[src/pkg/slwp_regs.svh]
// Timing and sizing constants of the status LED, wake and pin logic.
// Included by the blink timer and the top-level pin logic; holds definitions only.
`ifndef SLWP_REGS_SVH
`define SLWP_REGS_SVH
`define SLWP_CLK_HZ 100000000
`define SLWP_XTAL_HZ 25000000
`define SLWP_MS_PER_S 1000
`define SLWP_BLINK_MS 80
`define SLWP_GPIO_NUM 3
`define SLWP_CNT_W 24
`define SLWP_LED_SPEED 0
`define SLWP_LED_LINK 1
`define SLWP_LED_DUPLEX 2
`define SLWP_BLINK_CYCLES (`SLWP_BLINK_MS * (`SLWP_CLK_HZ / `SLWP_MS_PER_S))
`endif

[src/pkg/slwp_pkg.sv]
// Types shared by the status LED, wake and pin logic.
// Assumes nothing of its surroundings.
`default_nettype none
package slwp_pkg;
  typedef enum logic [1:0] {
    SLWP_PIN_INPUT = 2'h0,
    SLWP_PIN_PUSH_PULL = 2'h1,
    SLWP_PIN_OPEN_DRAIN = 2'h2
  } slwp_gpio_mode_t;

  typedef enum logic [1:0] {
    SLWP_CLK_MEM = 2'h0,
    SLWP_CLK_GPO = 2'h1,
    SLWP_CLK_RX_DV = 2'h2,
    SLWP_CLK_RX_CLK = 2'h3
  } slwp_clk_sel_t;

  typedef enum logic [1:0] {
    SLWP_BL_IDLE = 2'h0,
    SLWP_BL_DARK = 2'h1,
    SLWP_BL_HOLD = 2'h3
  } slwp_blink_state_t;
endpackage
`default_nettype wire

[src/logic/slwp_pin.sv]
// Registered output cell for one pad: push-pull, open-drain or input,
// with an LED override that is always open-drain.
// Assumes the caller resolves the pad level from out and oe.
`timescale 1ns/1ps
`default_nettype none
module slwp_pin (
  input wire logic clock_i,
  input wire logic rst_i,
  input wire slwp_pkg::slwp_gpio_mode_t mode_i,
  input wire logic led_en_i,
  input wire logic led_on_i,
  input wire logic data_i,
  output logic pad_o,
  output logic pad_oe_o
);
  always_ff @(posedge clock_i or posedge rst_i)
  begin
    if (rst_i)
    begin
      pad_o <= 1'b0;
      pad_oe_o <= 1'b0;
    end
    else if (led_en_i)
    begin
      // Pull low for on, release for off
      pad_o <= 1'b0;
      pad_oe_o <= led_on_i;
    end
    else
    begin
      unique case (mode_i)
        slwp_pkg::SLWP_PIN_PUSH_PULL:
        begin
          pad_o <= data_i;
          pad_oe_o <= 1'b1;
        end
        slwp_pkg::SLWP_PIN_OPEN_DRAIN:
        begin
          pad_o <= 1'b0;
          pad_oe_o <= ~data_i;
        end
        default:
        begin
          pad_o <= 1'b0;
          pad_oe_o <= 1'b0;
        end
      endcase
    end
  end
endmodule
`default_nettype wire

[src/logic/slwp_blink.sv]
// Activity blink timer for the link/activity LED: dark phase then
// a lit hold phase, each BLINK_CYCLES long, repeated while activity lasts.
// Assumes activity_i is a level or pulse synchronous to clock_i.
`timescale 1ns/1ps
`default_nettype none
`include "slwp_regs.svh"
module slwp_blink #(
  parameter int unsigned BLINK_CYCLES = `SLWP_BLINK_CYCLES,
  parameter int unsigned CNT_W = `SLWP_CNT_W
) (
  input wire logic clock_i,
  input wire logic rst_i,
  input wire logic link_up_i,
  input wire logic activity_i,
  output logic dark_o
);
  if (BLINK_CYCLES < 1 || BLINK_CYCLES > (64'h1 << CNT_W))
  begin : g_bad_len
    $error("slwp_blink: BLINK_CYCLES does not fit CNT_W");
  end

  localparam logic [CNT_W-1:0] LAST = CNT_W'(BLINK_CYCLES - 1);

  slwp_pkg::slwp_blink_state_t state;
  logic [CNT_W-1:0] cnt;
  logic pending;
  logic cnt_done;

  assign cnt_done = (cnt == LAST);
  assign dark_o = (state == slwp_pkg::SLWP_BL_DARK);

  // Phase sequencing; no link stops blinking at once
  always_ff @(posedge clock_i or posedge rst_i)
  begin
    if (rst_i)
      state <= slwp_pkg::SLWP_BL_IDLE;
    else if (!link_up_i)
      state <= slwp_pkg::SLWP_BL_IDLE;
    else
    begin
      unique case (state)
        slwp_pkg::SLWP_BL_IDLE:
          if (activity_i)
            state <= slwp_pkg::SLWP_BL_DARK;
        slwp_pkg::SLWP_BL_DARK:
          if (cnt_done)
            state <= slwp_pkg::SLWP_BL_HOLD;
        slwp_pkg::SLWP_BL_HOLD:
          if (cnt_done)
            state <= (pending || activity_i) ? slwp_pkg::SLWP_BL_DARK : slwp_pkg::SLWP_BL_IDLE;
        default:
          state <= slwp_pkg::SLWP_BL_IDLE;
      endcase
    end
  end

  // Phase length counter
  always_ff @(posedge clock_i or posedge rst_i)
  begin
    if (rst_i)
      cnt <= '0;
    else if (!link_up_i || state == slwp_pkg::SLWP_BL_IDLE || cnt_done)
      cnt <= '0;
    else
      cnt <= cnt + CNT_W'(1);
  end

  // Activity seen during a blink starts the next one
  always_ff @(posedge clock_i or posedge rst_i)
  begin
    if (rst_i)
      pending <= 1'b0;
    else if (!link_up_i)
      pending <= 1'b0;
    else if (state == slwp_pkg::SLWP_BL_HOLD && cnt_done)
      pending <= 1'b0;
    else if (activity_i && state != slwp_pkg::SLWP_BL_IDLE)
      pending <= 1'b1;
  end
endmodule
`default_nettype wire

[src/logic/slwp_top.sv]
// Pin logic: three GPIO lines with LED functions, the wake indicator,
// host wake and write gating, and the shared serial-memory clock pin.
// Assumes all inputs are synchronous to clock_i; clock_i is derived
// from the crystal reference; pad levels are resolved outside.
// Behaviour
// - Clock pin selects memory clock, output, monitors
// - Memory select inactive unless memory clock mode
// - Core timing from 25MHz crystal reference
// - Reset input low clears all state
// - Enabled wake event asserts wake indicator
// - Wake polarity and drive type are configurable
// - Only host write leaves power saving
// - Each GPIO is input, push-pull or open-drain
// - LED function drives pin open-drain only
// - Speed LED high only at 10Mbs link
// - Link LED low while link valid
// - Activity blinks 80ms dark, 80ms lit minimum
// - Duplex LED low in full duplex
`timescale 1ns/1ps
`default_nettype none
`include "slwp_regs.svh"
module slwp_top #(
  parameter int unsigned CLK_HZ = `SLWP_CLK_HZ,
  parameter int unsigned GPIO_NUM = `SLWP_GPIO_NUM,
  parameter int unsigned BLINK_CYCLES = `SLWP_BLINK_MS * (CLK_HZ / `SLWP_MS_PER_S)
) (
  input wire logic clock_i,
  input wire logic rst_i,
  input wire logic reset_in_n_i,
  input wire logic host_select_n_i,
  input wire logic host_write_strobe_n_i,
  input wire logic host_read_strobe_n_i,
  input wire logic power_save_req_i,
  output logic host_write_accept_o,
  output logic read_seen_o,
  output logic asleep_o,
  input wire logic wake_enable_i,
  input wire logic wake_polarity_i,
  input wire logic wake_open_drain_i,
  input wire logic wake_event_i,
  input wire logic wake_clear_i,
  output logic wake_pending_o,
  output logic wake_indicator_o,
  output logic wake_indicator_oe_o,
  input wire logic [2*GPIO_NUM-1:0] gpio_mode_i,
  input wire logic [GPIO_NUM-1:0] gpio_led_en_i,
  input wire logic [GPIO_NUM-1:0] gpio_data_i,
  input wire logic [GPIO_NUM-1:0] gpio_pad_i,
  output logic [GPIO_NUM-1:0] gpio_in_o,
  output logic [GPIO_NUM-1:0] gpio_pad_o,
  output logic [GPIO_NUM-1:0] gpio_pad_oe_o,
  input wire logic link_up_i,
  input wire logic speed_10_i,
  input wire logic autoneg_busy_i,
  input wire logic full_duplex_i,
  input wire logic activity_i,
  output logic speed_led_n_o,
  output logic link_activity_led_n_o,
  output logic duplex_led_n_o,
  input wire slwp_pkg::slwp_clk_sel_t clk_pin_sel_i,
  input wire logic mem_clock_i,
  input wire logic mem_select_i,
  input wire logic general_output_four_i,
  input wire logic rx_dv_i,
  input wire logic rx_clk_i,
  output logic serial_mem_clock_pin_o,
  output logic serial_mem_select_o
);
  // Core clock must be a whole multiple of the crystal reference
  if (CLK_HZ % `SLWP_XTAL_HZ != 0 || CLK_HZ < `SLWP_XTAL_HZ)
  begin : g_bad_clk
    $error("slwp_top: CLK_HZ is not a multiple of the crystal rate");
  end
  if (GPIO_NUM != `SLWP_GPIO_NUM)
  begin : g_bad_gpio
    $error("slwp_top: LED mapping needs exactly three GPIO lines");
  end
  if (BLINK_CYCLES < 1)
  begin : g_bad_blink
    $error("slwp_top: BLINK_CYCLES must be at least one");
  end

  logic core_rst;
  logic host_write;
  logic host_read;
  logic wake_level;
  logic blink_dark;
  logic [GPIO_NUM-1:0] led_n;

  // External reset pin and power-on reset both clear everything
  assign core_rst = rst_i | ~reset_in_n_i;
  assign host_write = ~host_select_n_i & ~host_write_strobe_n_i;
  assign host_read = ~host_select_n_i & ~host_read_strobe_n_i;

  // Power state: the wake indicator plays no part here
  always_ff @(posedge clock_i or posedge core_rst)
  begin
    if (core_rst)
      asleep_o <= 1'b0;
    else if (host_write)
      asleep_o <= 1'b0;
    else if (power_save_req_i)
      asleep_o <= 1'b1;
  end

  // Read gate, cleared on power saving request and while asleep
  always_ff @(posedge clock_i or posedge core_rst)
  begin
    if (core_rst)
      read_seen_o <= 1'b0;
    else if (asleep_o || power_save_req_i)
      read_seen_o <= 1'b0;
    else if (host_read)
      read_seen_o <= 1'b1;
  end

  always_ff @(posedge clock_i or posedge core_rst)
  begin
    if (core_rst)
      host_write_accept_o <= 1'b0;
    else
      host_write_accept_o <= host_write & read_seen_o & ~asleep_o;
  end

  // Sticky wake request; a new event beats a clear
  always_ff @(posedge clock_i or posedge core_rst)
  begin
    if (core_rst)
      wake_pending_o <= 1'b0;
    else if (wake_enable_i && wake_event_i)
      wake_pending_o <= 1'b1;
    else if (wake_clear_i || !wake_enable_i)
      wake_pending_o <= 1'b0;
  end

  assign wake_level = wake_pending_o ~^ wake_polarity_i;

  slwp_pin u_wake_pin (
    .clock_i(clock_i),
    .rst_i(core_rst),
    .mode_i(wake_open_drain_i ? slwp_pkg::SLWP_PIN_OPEN_DRAIN : slwp_pkg::SLWP_PIN_PUSH_PULL),
    .led_en_i(1'b0),
    .led_on_i(1'b0),
    .data_i(wake_level),
    .pad_o(wake_indicator_o),
    .pad_oe_o(wake_indicator_oe_o)
  );

  slwp_blink #(
    .BLINK_CYCLES(BLINK_CYCLES)
  ) u_blink (
    .clock_i(clock_i),
    .rst_i(core_rst),
    .link_up_i(link_up_i),
    .activity_i(activity_i),
    .dark_o(blink_dark)
  );

  // Indicator levels, low means lit
  always_ff @(posedge clock_i or posedge core_rst)
  begin
    if (core_rst)
    begin
      speed_led_n_o <= 1'b0;
      link_activity_led_n_o <= 1'b1;
      duplex_led_n_o <= 1'b1;
    end
    else
    begin
      speed_led_n_o <= link_up_i & speed_10_i & ~autoneg_busy_i;
      link_activity_led_n_o <= ~link_up_i | blink_dark;
      duplex_led_n_o <= ~(link_up_i & full_duplex_i);
    end
  end

  assign led_n[`SLWP_LED_SPEED] = speed_led_n_o;
  assign led_n[`SLWP_LED_LINK] = link_activity_led_n_o;
  assign led_n[`SLWP_LED_DUPLEX] = duplex_led_n_o;

  for (genvar g = 0; g < GPIO_NUM; g++)
  begin : g_gpio
    slwp_pin u_pin (
      .clock_i(clock_i),
      .rst_i(core_rst),
      .mode_i(slwp_pkg::slwp_gpio_mode_t'(gpio_mode_i[2*g +: 2])),
      .led_en_i(gpio_led_en_i[g]),
      .led_on_i(~led_n[g]),
      .data_i(gpio_data_i[g]),
      .pad_o(gpio_pad_o[g]),
      .pad_oe_o(gpio_pad_oe_o[g])
    );

    always_ff @(posedge clock_i or posedge core_rst)
    begin
      if (core_rst)
        gpio_in_o[g] <= 1'b0;
      else
        gpio_in_o[g] <= gpio_pad_i[g];
    end
  end

  // Shared clock pin: output only; rx clock monitor is sampled
  always_ff @(posedge clock_i or posedge core_rst)
  begin
    if (core_rst)
    begin
      serial_mem_clock_pin_o <= 1'b0;
      serial_mem_select_o <= 1'b0;
    end
    else
    begin
      unique case (clk_pin_sel_i)
        slwp_pkg::SLWP_CLK_MEM:
          serial_mem_clock_pin_o <= mem_clock_i;
        slwp_pkg::SLWP_CLK_GPO:
          serial_mem_clock_pin_o <= general_output_four_i;
        slwp_pkg::SLWP_CLK_RX_DV:
          serial_mem_clock_pin_o <= rx_dv_i;
        slwp_pkg::SLWP_CLK_RX_CLK:
          serial_mem_clock_pin_o <= rx_clk_i;
      endcase
      serial_mem_select_o <= mem_select_i & (clk_pin_sel_i == slwp_pkg::SLWP_CLK_MEM);
    end
  end

  // Checks
  logic [31:0] dark_len;
  always_ff @(posedge clock_i or posedge core_rst)
  begin
    if (core_rst)
      dark_len <= '0;
    else if (blink_dark)
      dark_len <= dark_len + 32'h1;
    else
      dark_len <= '0;
  end
endmodule
`default_nettype wire

[config.mk]
export PLATFORM = sky130hd
export DESIGN_NAME = slwp_top
export DESIGN_NICKNAME = d
export VERILOG_FILES = /design/src/pkg/slwp_pkg.sv /design/src/logic/slwp_pin.sv /design/src/logic/slwp_blink.sv /design/src/logic/slwp_top.sv
export VERILOG_INCLUDE_DIRS = /design/src /design/src/pkg
export SDC_FILE = /design/constraint.sdc
export NUM_CORES = 1
export LEC_CHECK = 0
export BUFFER_PORTS_ARGS = -buffer_cell sky130_fd_sc_hd__buf_2
export CORE_MARGIN = 10
export CORE_UTILIZATION = 54
export CTS_BUF_LIST = sky130_fd_sc_hd__clkbuf_8
export DETAILED_ROUTE_END_ITERATION = 6
export PLACE_DENSITY = 0.81
export SETUP_SLACK_MARGIN = 0.2
export SLEW_MARGIN = 25
export SYNTH_ARGS = -nofsm -noshare
export SYNTH_HDL_FRONTEND = slang
export SYNTH_SLANG_ARGS = --single-unit
[constraint.sdc]
create_clock -name clock_i -period 4.8 [get_ports clock_i]
set_clock_uncertainty 0.15 [all_clocks]
set_input_delay 0.48 -clock clock_i [delete_from_list [all_inputs] [get_ports clock_i]]
set_output_delay 0.48 -clock clock_i [all_outputs]
set_load 0.005 [all_outputs]
# ---- Yosys cells after proc, flatten, opt, wreduce, memory -nomap -nowiden
# Cells that the tools add are included.
# Widths: inputs -> output; s select.
dict set report totals {
  reg_bits 47
  latch_bits 0
  ramBits 0
  rom_bits 0
  in_bits 39
  out_inout_bits 20
  word_cells 117
  n_memories 0
}
dict set report classes {
  n_addsub 1
  multipliers 0
  div 0
  n_lt_le_gt_ge 0
  eq_ne 18
  n_shift 0
  n_mux 32
  bitwise_logic 26
  reduce_logical 17
}
# op count
set ops {}
lappend ops {{$add 24x1->24 const B} 1}
lappend ops {{$eq 24x23->1 const B} 1}
lappend ops {{$mux 24} 1}
lappend ops {{$mux 1} 20}
lappend ops {{$not 1->1} 15}
lappend ops {{$eq 2x2->1 const B} 7}
lappend ops {{$eq 2x1->1 const B} 6}
lappend ops {{$mux 2} 5}
lappend ops {{$and 1x1->1} 8}
lappend ops {{$pmux 1 s2} 4}
lappend ops {{$reduce_bool 2->1} 4}
lappend ops {{$ne 3x2->1 const B} 2}
lappend ops {{$pmux 2 s3} 1}
lappend ops {{$logic_or 1x1->1} 5}
lappend ops {{$logic_not 2->1} 2}
lappend ops {{$pmux 1 s4} 1}
lappend ops {{$logic_and 1x1->1} 3}
lappend ops {{$ne 3x1->1 const B} 1}
lappend ops {{$ne 3x3->1 const B} 1}
lappend ops {{$reduce_and 3->1} 1}
lappend ops {{$logic_not 1->1} 2}
lappend ops {{$or 1x1->1} 2}
lappend ops {{$xnor 1x1->1} 1}

# ---- Logic depth before layout (Yosys ltp)
# Gate-level depths: netlist (run 1).
dict set report depth {
  ltp_word 5
  mapped_depth 6
  depth_no_buf 5
}

# ---- By module
# From an unflattened synthesis (run 1), not the netlist that was laid out.
dict set report unflattened {
  hier_cells 229
  area_unflattened_um2 2344.7
}
# module instances cells_each area_each_um2 seq_area_each_um2
set modules_own_cells {}
lappend modules_own_cells {slwp_blink 1 143 1381.3 675.6}
lappend modules_own_cells {slwp_pin 4 13 132.6 50.0}
lappend modules_own_cells {slwp_top 1 34 432.9 302.8}

# ---- Worst setup path before layout (run 1)
# OpenSTA, ideal clock, no wires.
dict set report synth_timing {
  path_kind {register -> register}
  from {register u_blink.cnt[0]}
  to {register u_blink.cnt[20]}
  setup_ns 0.078
  arrival_ns 1.803
  t_required_ns 4.572
  setup_slack_ns 2.768
  stages_incl_launch_ff 6
  path_buffers 0
  synth_period_minus_slack_ns 2.032
  path_cell_list {dfrtp_1 -> ha_1 -> nand2_1 -> or4_1 -> or4_1 -> a21oi_1}
}
dict set report synth_between {
  elab_chain_len 3
  elab_cells_between_ends 4
  cone_classes {add/sub (1); eq/ne (1); mux (1); reduce/logical (1)}
}
# element line_no
set synth_lines {}
lappend synth_lines {{start: declaration} slwp_blink.sv:25} ;# logic [CNT_W-1:0] cnt;
lappend synth_lines {{start signal: assignment} slwp_blink.sv:65} ;# cnt <= cnt + CNT_W'(1);
lappend synth_lines {{branches (longest 2 deep; another with $add 24x1->24)} -}
lappend synth_lines {{$mux 24 *} slwp_blink.sv:62} ;# else if (!link_up_i || state == slwp_pkg::SLWP_BL_IDLE || cnt_done)
# Mark *: on every way between the ends.
# A chain may end at the register's enable or synchronous reset.

# ---- Worst setup path after layout (run 1)
dict set report layout_timing {
  from {register u_blink.cnt[0]}
  to {register u_blink.cnt[10]}
}
# Same word-level chain as after synthesis.

==> flow_summary.toml, run 1 <==
[run_status]
status = "finished clean"

[global_route]
grt_pass1_vias = 1959
grt_pass1_wl_um = 8450
grt_max_degree = 48
antenna_found_initial = 0
grt_overflow = 0
grt.total_usage = 0.139

[logic_synthesis]
ys_types = 40
yosysWarnings = 0
synth.most_common_cell = "dfrtp_1"
ys_ff_latch = 47
yosysSeqAreaShare = 0.527
ys.flop_type = "dfrtp_1"
synth.area.top_cells = "dfrtp_1 50%, ha_1 3.9%, a21oi_1 3.6%"
synth_edf_count = 0
syn_nets = 265
async_flop_share = 1.00
synth_area_leader_cell = "dfrtp_1"
avgSynthCellArea_um2 = 10.2
synth_top_cell_area_share = 0.504
synthTopCellsByCount = "45 x dfrtp_1, 19 x nor2_1, 16 x a21oi_1, 16 x inv_1"
syn_area_um2 = 2230
synthCells = 219

[clock_network]
cts.clk_slew.worst_paths_ns = 0.08
h-tree-depth = 2
cts_buffers = 5
cts_tree = "yes"
cts-resized-gates = 0
root_buffer = "clkbuf_8"
cts_hold_buf = 0
cts_post_setup_buffers_inserted = 0
clock_sinks = 47
clock_latency_ns = 0.30
cts.path.max_buffers = 2

[place]
placed_cells = 318
dpl_worst_slack_ns = 2.38
hpwl_um = 3610
post_dp_cell_area_um2 = 2540
gp_congestion = 0.780
portBuffers = 58

[timing]
max_slew.worst_pin.slew_ns = 0.732
max_freq_ghz = 0.407
rsz0062_at_grt = "false"
layout_min_cycle_time_ns = 2.46
hold_slack_ns = 0.127
relSlewSlack = 0.511
period_share = 0.512
worst_slack_ns = 2.34
fin_tns_setup_ns = 0
hold_viol = 0
maxSlewViolCount = 0
finalSetupViolCount = 0

[die]
start_util = 0.559
die_x_um = 84.3
design.die.area_um2 = 7110
io_pins = 59
rows = 23
fp.coreArea_um2 = 4000
die_h_um = 84.3

[critical_path]
start_kind = "flip-flop"
required_ns = 4.83
slowest_stage = "o21bai_1"
worstSetupPathType = "flip-flop to flip-flop"
rr_worst_depth = 6
cp.arrival_ns = 2.49
end_kind = "flip-flop"
max_stage_delay_ns = 0.62
crit_chain = "ha_1, nand3_1, or3_1, o21bai_1, buf_4, nor2_1"
crit_path_max_fanout = 14

[layout]
multi_input_area_um2 = 931
final_util = 0.662
nets = 321
instances_no_fill = 326
fill_cells = 313
drive_gt1_frac = 0.275
seq_area_um2 = 1180
stdcell_area_um2 = 2650
syn2layout_area_growth_pct = 18.5
diodes = 0

[job]
drv_cap = 0

[detailed_routing]
drt_first_pass_iters = 4
num_vias = 1794
via_per_inst = 5.50
drt-initial-drc-count = 115
drc = 0
wl_per_cell_um = 14.4
drtAntennaViolNets = 0
totalWireLength_um = 4690

[power]
vdd_drop_max_v = 0.000199
total_leakage_power_nw = 1.20
finalPower_uw = 755
pwr_density_cell_nw_per_um2 = 285

[min_path]
worstHoldPathCells = 1
hold_path_class = "primary input to flip-flop"
where the power goes:
| part | internal (mW) | total [mW] | switching, mW |
|---|---|---|---|
| combinational | 0.0299 | 0.0624 | 0.0325 |
| clock | 0.153 | 0.280 | 0.127 |
| sequential | 0.407 | 0.412 | 0.00511 |
cell usage in the layout, fill, tap and decap left out, drive strengths merged, types with 2 or more instances in the layout:
cell type	Yosys	routed
ha	7	7
or4b	3	3
nand2b	3	3
dfrtp	45	45
nand2	12	12
o41ai	2	2
o31ai	7	7
or4	5	5
inv	16	17
nor2	19	19
a31oi	2	2
o21a	2	2
or3	10	10
nor3	5	5
nor2b	4	4
xor2	4	4
o21ai	12	12
and3	2	2
nand4	6	6
clkbuf	4	5
dfstp	2	2
xnor2	6	6
buf	7	60
nand3	8	8
a21oi	17	17
registers in the layout (all words and copies together) (netlist names), 2 cells and up:
| name | flops |
|---|---|
| g_gpio.u_pin.pad_oe_o | 3 |
| g_gpio.u_pin.pad_o | 3 |
| u_blink.state | 2 |
| gpio_in_o | 3 |
| u_blink.cnt | 24 |
worst max-delay path, delay by kind of cell (launching register included):
family                   cells  cell delay, ns
buffers and inverters        1            0.33
flip-flops                   1            0.41
adder cells (fa/ha/maj)      1            0.24
AO/OA/AOI/OAI                1            0.62
AND/OR/NAND/NOR              3            0.59
cells by family (layout without fill, tap and decap cells):
logic type,count (synthesis),count (layout),share of synthesized area
xor gates and xnor gates,10,10,0.0392
muxes,1,1,0.0101
and+or+nand+nor,83,83,0.207
buffers and inverters,27,84,0.0593
adders and majority gates,7,7,0.0392
DFF,47,47,0.527
AOI/OAI and AO/OA,44,44,0.118
routing by layer:
layer	track usage	wire (µm)	vias up
met5	0	0	-
met4	0.0419	53	0
met3	0.0609	380	6
met2	0.244	2350	54
met1	0.148	1900	858
li1	-	-	876
area by class of cell:
cell class,count,share of cell area
well taps,50,0.0236
inverters,16,0.0227
clock inverters,3,0.0156
repair buffers,60,0.115
clock buffers,5,0.0260
multi-input cells,145,0.352
flip-flops and latches,47,0.445
final timing paths:
path	from	to	slack [ns]
setup / recovery	u_blink.cnt[0]	u_blink.cnt[10]	2.34
hold / removal	gpio_pad_i[1]	gpio_in_o[1]	0.13
setup reg to reg	u_blink.cnt[0]	u_blink.cnt[10]	2.34
hold reg to reg	asleep_o	read_seen_o	0.34
max in group asynchronous	rst_i	u_blink.cnt[13]	3.86
min in group asynchronous	reset_in_n_i	serial_mem_clock_pin_o	0.23
(Power assumes the default switching activity.)
==> run 2, diff against run 1 <==
--- a/config.mk
+++ b/config.mk
@@ -8,10 +8,10 @@
 export LEC_CHECK = 0
 export BUFFER_PORTS_ARGS = -buffer_cell sky130_fd_sc_hd__buf_2
 export CORE_MARGIN = 10
-export CORE_UTILIZATION = 54
+export CORE_UTILIZATION = 49
 export CTS_BUF_LIST = sky130_fd_sc_hd__clkbuf_8
 export DETAILED_ROUTE_END_ITERATION = 6
-export PLACE_DENSITY = 0.81
+export PLACE_DENSITY = 0.78
 export SETUP_SLACK_MARGIN = 0.2
 export SLEW_MARGIN = 25
 export SYNTH_ARGS = -nofsm -noshare
==> constraint.sdc (replaced) <==
create_clock -name clock_i -period 2.2 [get_ports clock_i]
set_clock_uncertainty 0.15 [all_clocks]
set_input_delay 0.22 -clock clock_i [delete_from_list [all_inputs] [get_ports clock_i]]
set_output_delay 0.22 -clock clock_i [all_outputs]
set_load 0.005 [all_outputs]
==> run 2 against run 1 <==
Largest cell class unchanged. Clock power increased by 120%. Highest routed layer unchanged. Worst hold slack got worse by 0.11 ns. Critical endpoint is now u_blink.cnt[21]. Utilization increased by 6.7 points. Cell count increased by 13%. Final area increased by 21%.
==> flow_summary.toml, run 2 (synthesized netlist as in run 1, its figures left out) <==
[global_route]
grt_overflow = 0
grt_pass1_wl_um = 9520
grt_max_degree = 30
grt.total_usage = 0.151
antenna_found_initial = 0
grt_pass1_vias = 2090

[timing]
relSlewSlack = 0.628
period_share = 0.944
fin_tns_setup_ns = 0
finalSetupViolCount = 0
max_freq_ghz = 0.481
maxSlewViolCount = 0
hold_viol = 0
layout_min_cycle_time_ns = 2.08
rsz0062_at_grt = "true"
max_slew.worst_pin.slew_ns = 0.557

[clock_network]
cts.clk_slew.worst_paths_ns = 0.09
root_buffer = "clkbuf_8"
clock_latency_ns = 0.30
h-tree-depth = 2
cts.path.max_buffers = 2
clock_sinks = 47
cts_tree = "yes"
cts_buffers = 5

[die]
start_util = 0.510
die_x_um = 87.5
fp.coreArea_um2 = 4380
io_pins = 59
design.die.area_um2 = 7660
rows = 24
die_h_um = 87.5

[detailed_routing]
drt-initial-drc-count = 96
num_vias = 1972
drc = 0
drtAntennaViolNets = 0
totalWireLength_um = 5890
drt_first_pass_iters = 4
wl_per_cell_um = 16.0
via_per_inst = 5.34

[critical_path]
max_stage_delay_ns = 0.59
slowest_stage = "or4b_4"
required_ns = 2.29
worstSetupPathType = "flip-flop to flip-flop"
cp_common_cell = "or4b_4"
cp.arrival_ns = 2.16
start_kind = "flip-flop"
crit_path_max_fanout = 5
crit_family = "simple AND/OR/NAND/NOR gates"
crit_chain = "nand4_1, or4b_4, or4b_4, a21oi_2"
cp_num_buf_inv = 0
end_kind = "flip-flop"

[place]
post_dp_cell_area_um2 = 2570
gp_congestion = 0.797
hpwl_um = 3570
portBuffers = 58

[layout]
final_cell_mix = "58 x buf_2, 44 x dfrtp_1, 24 x dlygate4sd3_1"
nets = 362
largest-register = "u_blink.cnt"
seq_area_um2 = 1180
syn2layout_area_growth_pct = 43.0
fill_cells = 293
diodes = 0
layout_commonest_cell = "buf_2"
drive_gt1_frac = 0.363
multi_input_area_um2 = 1060
largest_register_ffs = 24
stdcell_area_um2 = 3200

[power]
pwr_density_cell_nw_per_um2 = 536
vdd_drop_max_v = 0.000452
total_leakage_power_nw = 1.45

[run_status]
status = "finished clean"

[job]
drv_cap = 0

[min_path]
hold_path_class = "primary input to flip-flop"
run 2: what timing repair did:
action / 4_1_cts / 5_1_grt
cloned: 1 / 2
endpoints found under the hold margin: 34 / 0
setup endpoints to repair: 9 / 23
pin swaps: 16 / 8
hold buffers: 24 / 0
buffers inserted: 9 / 5
gates resized for setup: 8 / 18
run 2: layout make-up:
| type | count | share of cell area |
|---|---|---|
| clock buffer | 5 | 0.0215 |
| clock inverter | 3 | 0.0129 |
| inverter | 16 | 0.0188 |
| multi-input combinational | 146 | 0.332 |
| sequential | 47 | 0.369 |
| tap | 52 | 0.0204 |
| timing repair buffer | 100 | 0.225 |
run 2: metrics by stage:
step / instances / hold slack, ns / power [mW] / setup slack [ns] / util
3_3_place_gp: 320 / 0.179 / 1.06 / 0.0889 / 0.587
5_1_grt: 369 / 0.0309 / 1.79 / 0.0393 / 0.729
4_1_cts: 362 / 0.00943 / 1.72 / 0.146 / 0.693
3_5_place_dp: 320 / 0.181 / 1.06 / 0.0295 / 0.587
6_report: 369 / 0.0188 / 1.71 / 0.123 / 0.729
2_1_floorplan: 219 / 0.101 / 0.984 / 0.208 / -
run 2: final timing paths:
kind,startpoint,to,slack (ns),cells past startpoint
hold / removal,link_up_i,link_activity_led_n_o,0.02,2
hold reg to reg,asleep_o,read_seen_o,0.34,1
setup / recovery,u_blink.cnt[9],u_blink.cnt[21],0.12,4
min in group asynchronous,reset_in_n_i,u_blink.state[0],0.40,3
max in group asynchronous,rst_i,u_blink.cnt[1],0.87,4
setup reg to reg,u_blink.cnt[9],u_blink.cnt[21],0.12,4
run 2: routing by layer:
metal / routed length (µm) / GRT usage / up-vias
met4: 106 / 0.0493 / 0
li1: - / - / 960
met5: 0 / 0 / -
met2: 3120 / 0.266 / 63
met1: 2260 / 0.170 / 940
met3: 399 / 0.0464 / 9
run 2: report_power, final:
part           total [mW]  switching (mW)  internal, mW
clock               0.623           0.289         0.334
combinational       0.189          0.0837         0.105
sequential          0.900          0.0117         0.889
total                1.71           0.384          1.33
==> run 3, diff against run 2 <==
--- a/config.mk
+++ b/config.mk
@@ -6,7 +6,7 @@
 export SDC_FILE = /design/constraint.sdc
 export NUM_CORES = 1
 export LEC_CHECK = 0
-export BUFFER_PORTS_ARGS = -buffer_cell sky130_fd_sc_hd__buf_2
+export BUFFER_PORTS_ARGS = -buffer_cell sky130_fd_sc_hd__buf_4
 export CORE_MARGIN = 10
 export CORE_UTILIZATION = 49
 export CTS_BUF_LIST = sky130_fd_sc_hd__clkbuf_8
==> run 3 against run 2 <==
Clock-buffer cell count unchanged. Utilization up 1.9 points. Via count shrank 0.46%. Non-clock buffer count down 3. Register-to-register slack better by 0.03 ns. Final area increased by 2.7%. Die area stayed put. Highest routed layer unchanged.
==> flow_summary.toml, run 3 (synthesized netlist as in run 1, its figures left out) <==
[die]
die_x_um = 87.5
design.die.area_um2 = 7660
rows = 24
die_h_um = 87.5
fp.coreArea_um2 = 4380
start_util = 0.510
io_pins = 59

[min_path]
min_delay_worst_endpoint = "u_wake_pin.pad_oe_o"
worstHoldPathCells = 3
hold_path_class = "primary input to flip-flop"
worstHoldStart = "wake_polarity_i"

[critical_path]
rrSetupSlack_ns = 0.15
start_kind = "flip-flop"
crit_chain = "buf_6, and3_4, or4b_4, or4b_1, a21oi_1"
r2r-end = "u_blink.cnt[21]"
max_stage_delay_ns = 0.50
slowest_stage = "or4b_4"
cp_num_buf_inv = 1
crit_family = "simple AND/OR/NAND/NOR gates"
r2r_start = "u_blink.cnt[0]"
crit_path_max_fanout = 6
end_kind = "flip-flop"
cp.arrival_ns = 2.14
worstSetupPathType = "flip-flop to flip-flop"
rr_worst_depth = 5
required_ns = 2.29

[power]
p_sw_uw = 406
vdd_drop_max_v = 0.000410
seq_power_share = 0.511
clkPwrFrac = 0.367
total_leakage_power_nw = 1.46
p_int_mw = 1.36
pwr_density_cell_nw_per_um2 = 538
pwr-share-comb = 0.122
finalPower_mw = 1.76
power_switching_share = 0.230

[detailed_routing]
totalWireLength_um = 6090
wl_per_cell_um = 16.6
num_vias = 1963
drtAntennaViolNets = 0
drt-initial-drc-count = 105
drt_first_pass_iters = 4
drc = 0
via_per_inst = 5.35

[timing]
maxSlewViolCount = 0
period_share = 0.930
max_slew.worst_pin.slew_ns = 0.566
finalSetupViolCount = 0
rsz0062_at_grt = "true"
fin_tns_setup_ns = 0
relSlewSlack = 0.619
layout_min_cycle_time_ns = 2.05
hold_viol = 0
max_freq_ghz = 0.489

[global_route]
grt_pass1_vias = 1986
grt_max_degree = 30
grt_overflow = 0
grt.total_usage = 0.155
antenna_found_initial = 0
grt_pass1_wl_um = 9550

[job]
drv_cap = 0

[layout]
syn2layout_area_growth_pct = 46.8
layout_commonest_cell = "buf_4"
nets = 360
instances_no_fill = 367
diodes = 0
drive_gt1_frac = 0.337
final_cell_mix = "68 x buf_4, 44 x dfrtp_1, 24 x dlygate4sd3_1"
final_util = 0.748
largest-register = "u_blink.cnt"
fill_cells = 287
largest_register_ffs = 24

[place]
hpwl_um = 3790
portBuffers = 58
gp_congestion = 0.791
placed_cells = 320

[clock_network]
clock_sinks = 47
cts.path.max_buffers = 2
h-tree-depth = 2
cts.clk_slew.worst_paths_ns = 0.10
cts_buffers = 5
cts_tree = "yes"
clock_latency_ns = 0.31
root_buffer = "clkbuf_8"

[run_status]
status = "finished clean"
run 3: worst max path at each step:
stage              startpoint               to  slack, ns  depth (start not counted)
2_1_floorplan  u_blink.cnt[0]  u_blink.cnt[20]       0.21                          5
6_report       u_blink.cnt[0]  u_blink.cnt[21]       0.15                          5
3_5_place_dp   u_blink.cnt[0]  u_blink.cnt[20]       0.03                          5
5_1_grt        u_blink.cnt[0]  u_blink.cnt[21]       0.08                          5
3_3_place_gp   u_blink.cnt[0]  u_blink.cnt[22]       0.09                          5
4_1_cts        u_blink.cnt[1]  u_blink.cnt[16]       0.11                          5
run 3: power by group through the flow:
stage / Sequential [mW] / Clock, mW / Combinational (mW)
after detailed placement: 0.918 / 0 / 0.173
final: 0.901 / 0.647 / 0.215
after CTS: 0.901 / 0.649 / 0.208
after floorplan: 0.918 / 0 / 0.0654
after global placement: 0.917 / 0 / 0.168
after global routing: 0.906 / 0.678 / 0.238
run 3: worst register-to-register path, delay by kind of cell, from the launching register on:
family	cells	cell delay (ns)
AND/OR/NAND/NOR	3	1.15
AO/OA/AOI/OAI	1	0.15
flip-flops	1	0.42
buffers and inverters	1	0.12
run 3: layout make-up:
cell class,count,area [µm²],share of cell area
inverter,16,60.1,0.0183
clock inverter,3,43.8,0.0133
timing repair buffer,97,816,0.249
multi-input combinational,147,1050,0.319
tap,52,65.1,0.0198
sequential,47,1180,0.360
clock buffer,5,68.8,0.0210
run 3: routing by layer:
layer  up-vias  global-route usage  routed length (µm)
met5         -                   0                   0
met4         0              0.0362                  68
met3        10              0.0641                 548
met2        79               0.269                3180
met1       916               0.172                2290
li1        958                   -                   -
run 3: what timing repair did:
item / 4_1_cts / 5_1_grt
buffers inserted: 9 / 2
cloned: 2 / 2
hold endpoints to repair: 35 / 0
hold buffers: 24 / 0
endpoints found under the setup margin: 8 / 23
pin swaps: 5 / 16
gates resized for setup: 8 / 17
run 3: stage by stage:
step	worst slack, ns	instance area, µm²	hold WS, ns
final	0.153	3280	0.00593
after global routing	0.0767	3280	0.0120
after CTS	0.112	3190	0.00207
after detailed placement	0.0306	2710	0.181
after global placement	0.0927	2710	0.179
after floorplan	0.208	2250	0.101
